File: src/hw/mpks_pkg.sv
// Purpose: constants shared by the power key sequencer
// Assumes: 50 MHz clock
// Notes: long counts are overridable parameters of the top module
package mpks_pkg;
	localparam int CLK_HZ = 50000000;
	localparam int KEY_MIN_MS = 1000; // least power key low time
	localparam int RBT_MIN_MS = 200; // least reboot low time
	localparam int KEY_CYCLES = (CLK_HZ / 1000) * KEY_MIN_MS;
	localparam int RBT_CYCLES = (CLK_HZ / 1000) * RBT_MIN_MS;
	localparam int DETACH_CYCLES = 16; // detach handshake timeout
	localparam int CNT_W = 27;
	localparam logic [1:0] RST_SYNC = 2'h3; // pin synchronisers reset high
	typedef enum logic [2:0] {
		ST_OFF, ST_BOOT, ST_ON, ST_DETACH, ST_SHUT
	} mpks_state_t;
endpackage : mpks_pkg

File: src/hw/mpks_lowtimer.sv
// Purpose: synchronise an active-low pin and report a qualified low pulse on release
// Assumes: pin idles high through an internal pull-up
// Notes: pulse shorter than MIN_CYCLES is ignored
`timescale 1ns/1ps
module mpks_lowtimer #(
	parameter int MIN_CYCLES = 1000
) (
	input wire logic clk, // clock
	input wire logic rst_n, // async reset
	input wire logic ce, // clock enable
	input wire logic pin_n, // raw pin
	output logic released // one-cycle pulse after a long enough low
);
	logic [1:0] sync;
	logic [26:0] cnt;
	logic armed;
	logic [1:0] next_sync;
	logic [26:0] next_cnt;
	logic next_armed;
	logic next_released;

	// count low time; sync[1] only is read, sync[0] feeds it alone
	always_comb begin
		next_sync = {sync[0], pin_n};
		next_cnt = cnt;
		next_armed = armed;
		next_released = 1'b0;
		if (!sync[1]) begin
			if (cnt >= 27'(MIN_CYCLES - 1))
				next_armed = 1'b1;
			else
				next_cnt = cnt + 27'h000_0001;
		end else begin
			next_released = armed; // act only at release
			next_armed = 1'b0;
			next_cnt = 27'h000_0000;
		end
	end

	// registers hold while clock enable is low
	always_ff @(posedge clk or negedge rst_n) begin
		if (!rst_n) begin
			sync <= mpks_pkg::RST_SYNC;
			cnt <= 27'h000_0000;
			armed <= 1'b0;
			released <= 1'b0;
		end else if (ce) begin
			sync <= next_sync;
			cnt <= next_cnt;
			armed <= next_armed;
			released <= next_released;
		end
	end
endmodule : mpks_lowtimer

File: src/hw/mpks_top.sv
// Purpose: power-on, power-off and reboot sequencing from key and reboot pins
// Assumes: host drives pins open-collector; internal pull-ups hold them high
// Notes:
// Function
// RL1: host holds power key low at least one second to switch on
// RL2: same pulse switches off; shutdown starts only after key release
// RL3: every shutdown first sends a network detach request
// RL4: power good output goes low once fully powered off; here it drops on entering ST_SHUT, one cycle before O_POWER_EN
// RL5: host holds reboot line low at least 200 ms to reboot
// RL6: charger supply with battery present also powers module fully on
// RL7: power key driven open-collector only, no external pull-up; sim host mpks_host drives it push-pull
// RL8: reboot line driven open-collector only, no pull-up or push-pull; sim host mpks_host drives it push-pull
// RL9: host should always control reboot line for emergency recovery
// RL10: host waits for power good low before a new power-on pulse
`timescale 1ns/1ps
module mpks_top #(
	parameter int KEY_CYCLES = mpks_pkg::KEY_CYCLES, // power key qualify time
	parameter int RBT_CYCLES = mpks_pkg::RBT_CYCLES // reboot qualify time
) (
	input wire logic I_MCLK, // 50 MHz clock
	input wire logic I_RST_N, // async reset, active low
	input wire logic I_CE, // clock enable
	input wire logic I_PWR_KEY_N, // power key pin, active low
	input wire logic I_REBOOT_N, // reboot pin, active low
	input wire logic I_CHARGER_PRESENT, // charger supply present, async
	input wire logic I_BATTERY_PRESENT, // battery_supply pads populated, async
	input wire logic I_SW_SHUTDOWN, // software shutdown request, pulse
	input wire logic I_DETACH_DONE, // network detach acknowledged, pulse
	output logic O_POWER_GOOD_OUT, // power_good_out, high while on
	output logic O_DETACH_REQ, // detach request to network stack
	output logic O_CORE_RESET_N, // reset to radio core, active low
	output logic O_POWER_EN // supply enable for module domains
);
	logic key_rel;
	logic rbt_rel;
	logic [1:0] chg_sync;
	logic [1:0] bat_sync;
	mpks_pkg::mpks_state_t state, next_state;
	logic [4:0] tmo, next_tmo;
	logic next_pg, next_det, next_crst, next_pen;
	logic chg_ok;

	// power key pin qualifier
	mpks_lowtimer #(.MIN_CYCLES(KEY_CYCLES)) u_key (
		.clk(I_MCLK),
		.rst_n(I_RST_N),
		.ce(I_CE),
		.pin_n(I_PWR_KEY_N),
		.released(key_rel)
	);

	// reboot pin qualifier
	mpks_lowtimer #(.MIN_CYCLES(RBT_CYCLES)) u_rbt (
		.clk(I_MCLK),
		.rst_n(I_RST_N),
		.ce(I_CE),
		.pin_n(I_REBOOT_N),
		.released(rbt_rel)
	);

	// two-flop sync of supply sense levels
	always_ff @(posedge I_MCLK or negedge I_RST_N) begin
		if (!I_RST_N) begin
			chg_sync <= 2'h0;
			bat_sync <= 2'h0;
		end else if (I_CE) begin
			chg_sync <= {chg_sync[0], I_CHARGER_PRESENT};
			bat_sync <= {bat_sync[0], I_BATTERY_PRESENT};
		end
	end

	assign chg_ok = chg_sync[1] && bat_sync[1]; // RL6

	// sequencer; in ST_ON and ST_DETACH reboot outranks every other event
	always_comb begin
		next_state = state;
		next_tmo = tmo;
		unique case (state)
			mpks_pkg::ST_OFF: begin
				if (key_rel || chg_ok) // RL1 RL6
					next_state = mpks_pkg::ST_BOOT;
			end
			mpks_pkg::ST_BOOT: begin
				next_state = mpks_pkg::ST_ON; // one cycle of held core reset
			end
			mpks_pkg::ST_ON: begin
				if (rbt_rel)
					next_state = mpks_pkg::ST_BOOT; // RL5
				else if (key_rel || I_SW_SHUTDOWN) begin
					next_state = mpks_pkg::ST_DETACH; // RL2 RL3
					next_tmo = 5'h00;
				end
			end
			mpks_pkg::ST_DETACH: begin
				// timeout so a dead network stack cannot block power-off
				if (rbt_rel)
					next_state = mpks_pkg::ST_BOOT;
				else if (I_DETACH_DONE || tmo == 5'(mpks_pkg::DETACH_CYCLES - 1))
					next_state = mpks_pkg::ST_SHUT; // RL3
				else
					next_tmo = tmo + 5'h01;
			end
			mpks_pkg::ST_SHUT: begin
				next_state = mpks_pkg::ST_OFF;
			end
			default: next_state = mpks_pkg::ST_OFF;
		endcase
		next_pg = (next_state == mpks_pkg::ST_ON) || (next_state == mpks_pkg::ST_DETACH); // RL4
		next_det = (next_state == mpks_pkg::ST_DETACH); // RL3
		next_crst = (next_state == mpks_pkg::ST_ON) || (next_state == mpks_pkg::ST_DETACH);
		next_pen = (next_state != mpks_pkg::ST_OFF);
	end

	// state and outputs registered together
	always_ff @(posedge I_MCLK or negedge I_RST_N) begin
		if (!I_RST_N) begin
			state <= mpks_pkg::ST_OFF;
			tmo <= 5'h00;
			O_POWER_GOOD_OUT <= 1'b0;
			O_DETACH_REQ <= 1'b0;
			O_CORE_RESET_N <= 1'b0;
			O_POWER_EN <= 1'b0;
		end else if (I_CE) begin
			state <= next_state;
			tmo <= next_tmo;
			O_POWER_GOOD_OUT <= next_pg;
			O_DETACH_REQ <= next_det;
			O_CORE_RESET_N <= next_crst;
			O_POWER_EN <= next_pen;
		end
	end
endmodule : mpks_top

File: config.mk
export PLATFORM = sky130hd
export DESIGN_NAME = mpks_top
export DESIGN_NICKNAME = d
export VERILOG_FILES = /design/src/hw/mpks_pkg.sv /design/src/hw/mpks_lowtimer.sv /design/src/hw/mpks_top.sv
export SDC_FILE = /design/constraint.sdc
export NUM_CORES = 1
export LEC_CHECK = 0
export BUFFER_PORTS_ARGS = -buffer_cell sky130_fd_sc_hd__buf_2
export CELL_PAD_IN_SITES_DETAIL_PLACEMENT = 1
export CELL_PAD_IN_SITES_GLOBAL_PLACEMENT = 2
export CORE_MARGIN = 8
export CORE_UTILIZATION = 23
export CTS_CLUSTER_DIAMETER = 60
export DETAILED_ROUTE_END_ITERATION = 16
export HOLD_SLACK_MARGIN = 0.12
export MAX_ROUTING_LAYER = met4
export PLACE_DENSITY_LB_ADDON = 0.1
export SETUP_SLACK_MARGIN = 0.3
export SLEW_MARGIN = 10
export SYNTH_ARGS = -nofsm -noshare
export SYNTH_HDL_FRONTEND = slang
export SYNTH_SLANG_ARGS = --single-unit
File: constraint.sdc
create_clock -name I_MCLK -period 4.9 [get_ports I_MCLK]
set_input_delay 0.735 -clock I_MCLK [delete_from_list [all_inputs] [get_ports I_MCLK]]
set_output_delay 0.735 -clock I_MCLK [all_outputs]
set_load 0.03 [all_outputs]
==> run_results.csv <==
group,metric,value,unit
outcome,outcome,"complete, no violations",
floorplanning,die_h,154,µm
final_layout,final_core_util,26.6,%
flow_run,cap_violations,0,
floorplanning,rows,50,
setup_path,end_kind,"flop",
setup_path,critPathMaxFanout,13,
setup_path,start_kind,"flop",
detailed_routing,drt-total-wl,13.5,mm
setup_path,path_buf_inv,0,
setup_path,cp.required,5.15,ns
timing,relSlewSlack,20.9,%
floorplanning,core_area,0.0187,mm²
setup_path,crit_family,"compound AO/OA/AOI/OAI gates",
final_layout,drive_gt1_share,13.8,%
floorplanning,initial_core_util,23.4,%
clock_tree,cts_buffers,9,
place,port_buffers,12,
clock_tree,cts.reportedPaths.clkPinSlew,0.07,ns
timing,period_needed,2.70,ns
timing,fmax,370,MHz
synth,ys_ff_latch,77,
setup_path,path_class,"reg -> reg",
global_routing,grt_usage,12.6,%
clock_tree,ctsHoldBuffers,0,
final_layout,antenna_cells,0,
clock_tree,h-tree-depth,3,
detailed_routing,drcViolationCount,0,
floorplanning,ios,13,
global_routing,grt_pass1_vias,4189,
global_routing,grt_pass1_wl,23.2,mm
detailed_routing,wl_per_cell,18.9,µm
detailed_routing,ant_nets,0,
setup_path,slowest_stage,"a31oi_1",
timing,fin_ws,2.20,ns
synth,synthCells,473,
timing,final-setup-viol-count,0,
detailed_routing,vias,3817,
timing,rsz0062_at_grt,"no",
final_layout,layout_commonest_cell,"dfrtp_1",
place,hpwl,9.47,mm
clock_tree,cts_resized,0,
floorplanning,die_x,154,µm
synth,ys.flop_type,"dfrtp_1",
final_layout,final_cell_mix,"dfrtp_1, nand2_1, a21oi_1",
pwr,ir_drop,0.000141,V
global_routing,antenna_found_initial,0,
timing,fin_crit_sh,55.1,%
detailed_routing,dr.pass1.iters,4,
pwr,p_per_area,360,mW/mm²
detailed_routing,drtIter0Drc,134,
clock_tree,cts_setup_buffers,0,
final_layout,area_growth,13.4,%
setup_path,cpPeakStageDelay,0.88,ns
timing,setup_tns,0,ns
timing,drv_slew,0,
synth,synth_fp_nets,486,
synth,synth_edf_count,0,
synth,yosysWarnings,0,
floorplanning,die-area,0.0237,mm²
timing,skew,0.00469,ns
clock_tree,cts_buffer_depth,2,
synth,synth_seq_area_share,44.1,%
setup_path,arrival,2.95,ns
clock_tree,cts_root_buf,"clkbuf_16",
clock_tree,cts_tree,"built",
place,place_ws,2.00,ns
setup_path,path_cells,"nor4bb_1 > nand4_1 > a31oi_1 > nor2_1 > a311oi_1",
timing,hold_viol_final,0,
synth,syn_area,0.00438,mm²
global_routing,grt_overflow,0,
synth,async_flop_share,100,%
place,place_congestion,0.758,
final_layout,finalNetCount,492,
detailed_routing,routed_via_density,5.32,
clock_tree,cts_sinks,77,
pwr,p_leak,1.93,nW
synth,avgSynthCellArea,9.26,µm²
min_path,hold_path_class,"in -> async",
timing,tightest_slew,1.18,ns
clock_tree,clock_latency,0.35,ns
synth,yosysUniqueCellTypes,67,
global_routing,grt_start_max_net_pins,45,
## final cells by class
class,count,area (µm²)
clock buffers,9,225
clock inverters,7,76.3
fillers,2168,13700
inverters,14,52.6
multi-input cells,360,2290
flip-flops and latches,77,1930
well taps,234,293
repair buffers,17,100
## cell families (layout without fill, tap and decap cells)
kind of cell | count (synthesis) | in the layout | share of synthesized area, %
AND/OR/NAND/NOR | 206 | 206 | 26.9
AO/OA/AOI/OAI | 140 | 140 | 21.6
flip-flops | 77 | 77 | 44.1
buffers and inverters | 36 | 47 | 3.74
multiplexers | 10 | 10 | 2.51
adder cells (fa/ha/maj) | 4 | 4 | 1.14
## power breakdown
| group | switching [mW] | total (mW) | internal (mW) |
|---|---|---|---|
| combinational | 0.180 | 0.290 | 0.110 |
| sequential | 0.0909 | 0.800 | 0.709 |
| clock | 0.302 | 0.699 | 0.397 |
## state kept, by name, summed over array words and instances (netlist names)
signal          flops
O_POWER_EN          1
O_CORE_RESET_N      1
u_rbt.armed         1
state               3
u_rbt.released      1
chg_sync            2
u_key.sync          2
u_rbt.sync          2
bat_sync            2
u_rbt.cnt          27
u_key.cnt          27
tmo                 5
O_DETACH_REQ        1
u_key.released      1
u_key.armed         1
## cell usage after synthesis (all sizes together) (5+ instances only)
master,number,share of area [%]
a211oi,5,0.97
mux2,8,2.1
and2,10,1.4
inv,13,1.1
or3,16,2.3
nor2b,5,0.71
clkbuf,14,1.2
a31o,7,1.4
nand3,24,2.7
dfrtp,73,42
a21oi,38,4.3
and3,7,1.0
and4,6,1.2
o21a,5,0.86
or4,22,3.9
a31oi,8,1.1
buf,8,1.3
nor2,19,1.6
nand2,48,4.1
nand4,16,2.8
nor3,12,1.4
o311ai,5,1.0
o31ai,19,3.3
o21ai,27,3.1
## metal layers
metal  routed length [µm]  track usage [%]  part of all wire, %  up-vias
li1                     -                -                    -     1836
met1                 6360             15.2                   47     1943
met5                    0                -                    0        -
met4                  186             3.92                  1.4        0
met3                  293             2.52                  2.2       11
met2                 6700             20.9                   49       27
## path summary, 6_finish.rpt
| path | from | endpoint | slack [ns] | cells after the start |
|---|---|---|---|---|
| max | u_key.cnt[24] | u_key.cnt[8] | 2.20 | 5 |
| min | I_RST_N | u_key.cnt[14] | 0.35 | 1 |
| max reg2reg | u_key.cnt[24] | u_key.cnt[8] | 2.20 | 5 |
| min reg2reg | u_rbt.cnt[25] | u_rbt.cnt[25] | 0.49 | 1 |
| max in group asynchronous | I_RST_N | u_rbt.cnt[21] | 3.56 | 2 |
| min in group I_MCLK | u_rbt.cnt[25] | u_rbt.cnt[25] | 0.49 | 1 |
## metrics by stage
stage               cell area (µm²)  hold WS [ns]  cells  total power, mW
global route                   4970         0.395    718             1.89
floorplan                      4380         0.439    473            0.998
global placement               4670         0.472    702             1.10
finish                         4970         0.347    718             1.79
detailed placement             4670         0.472    702             1.11
CTS                            4970         0.374    718             1.83
Power figures use the tool's default switching activity.
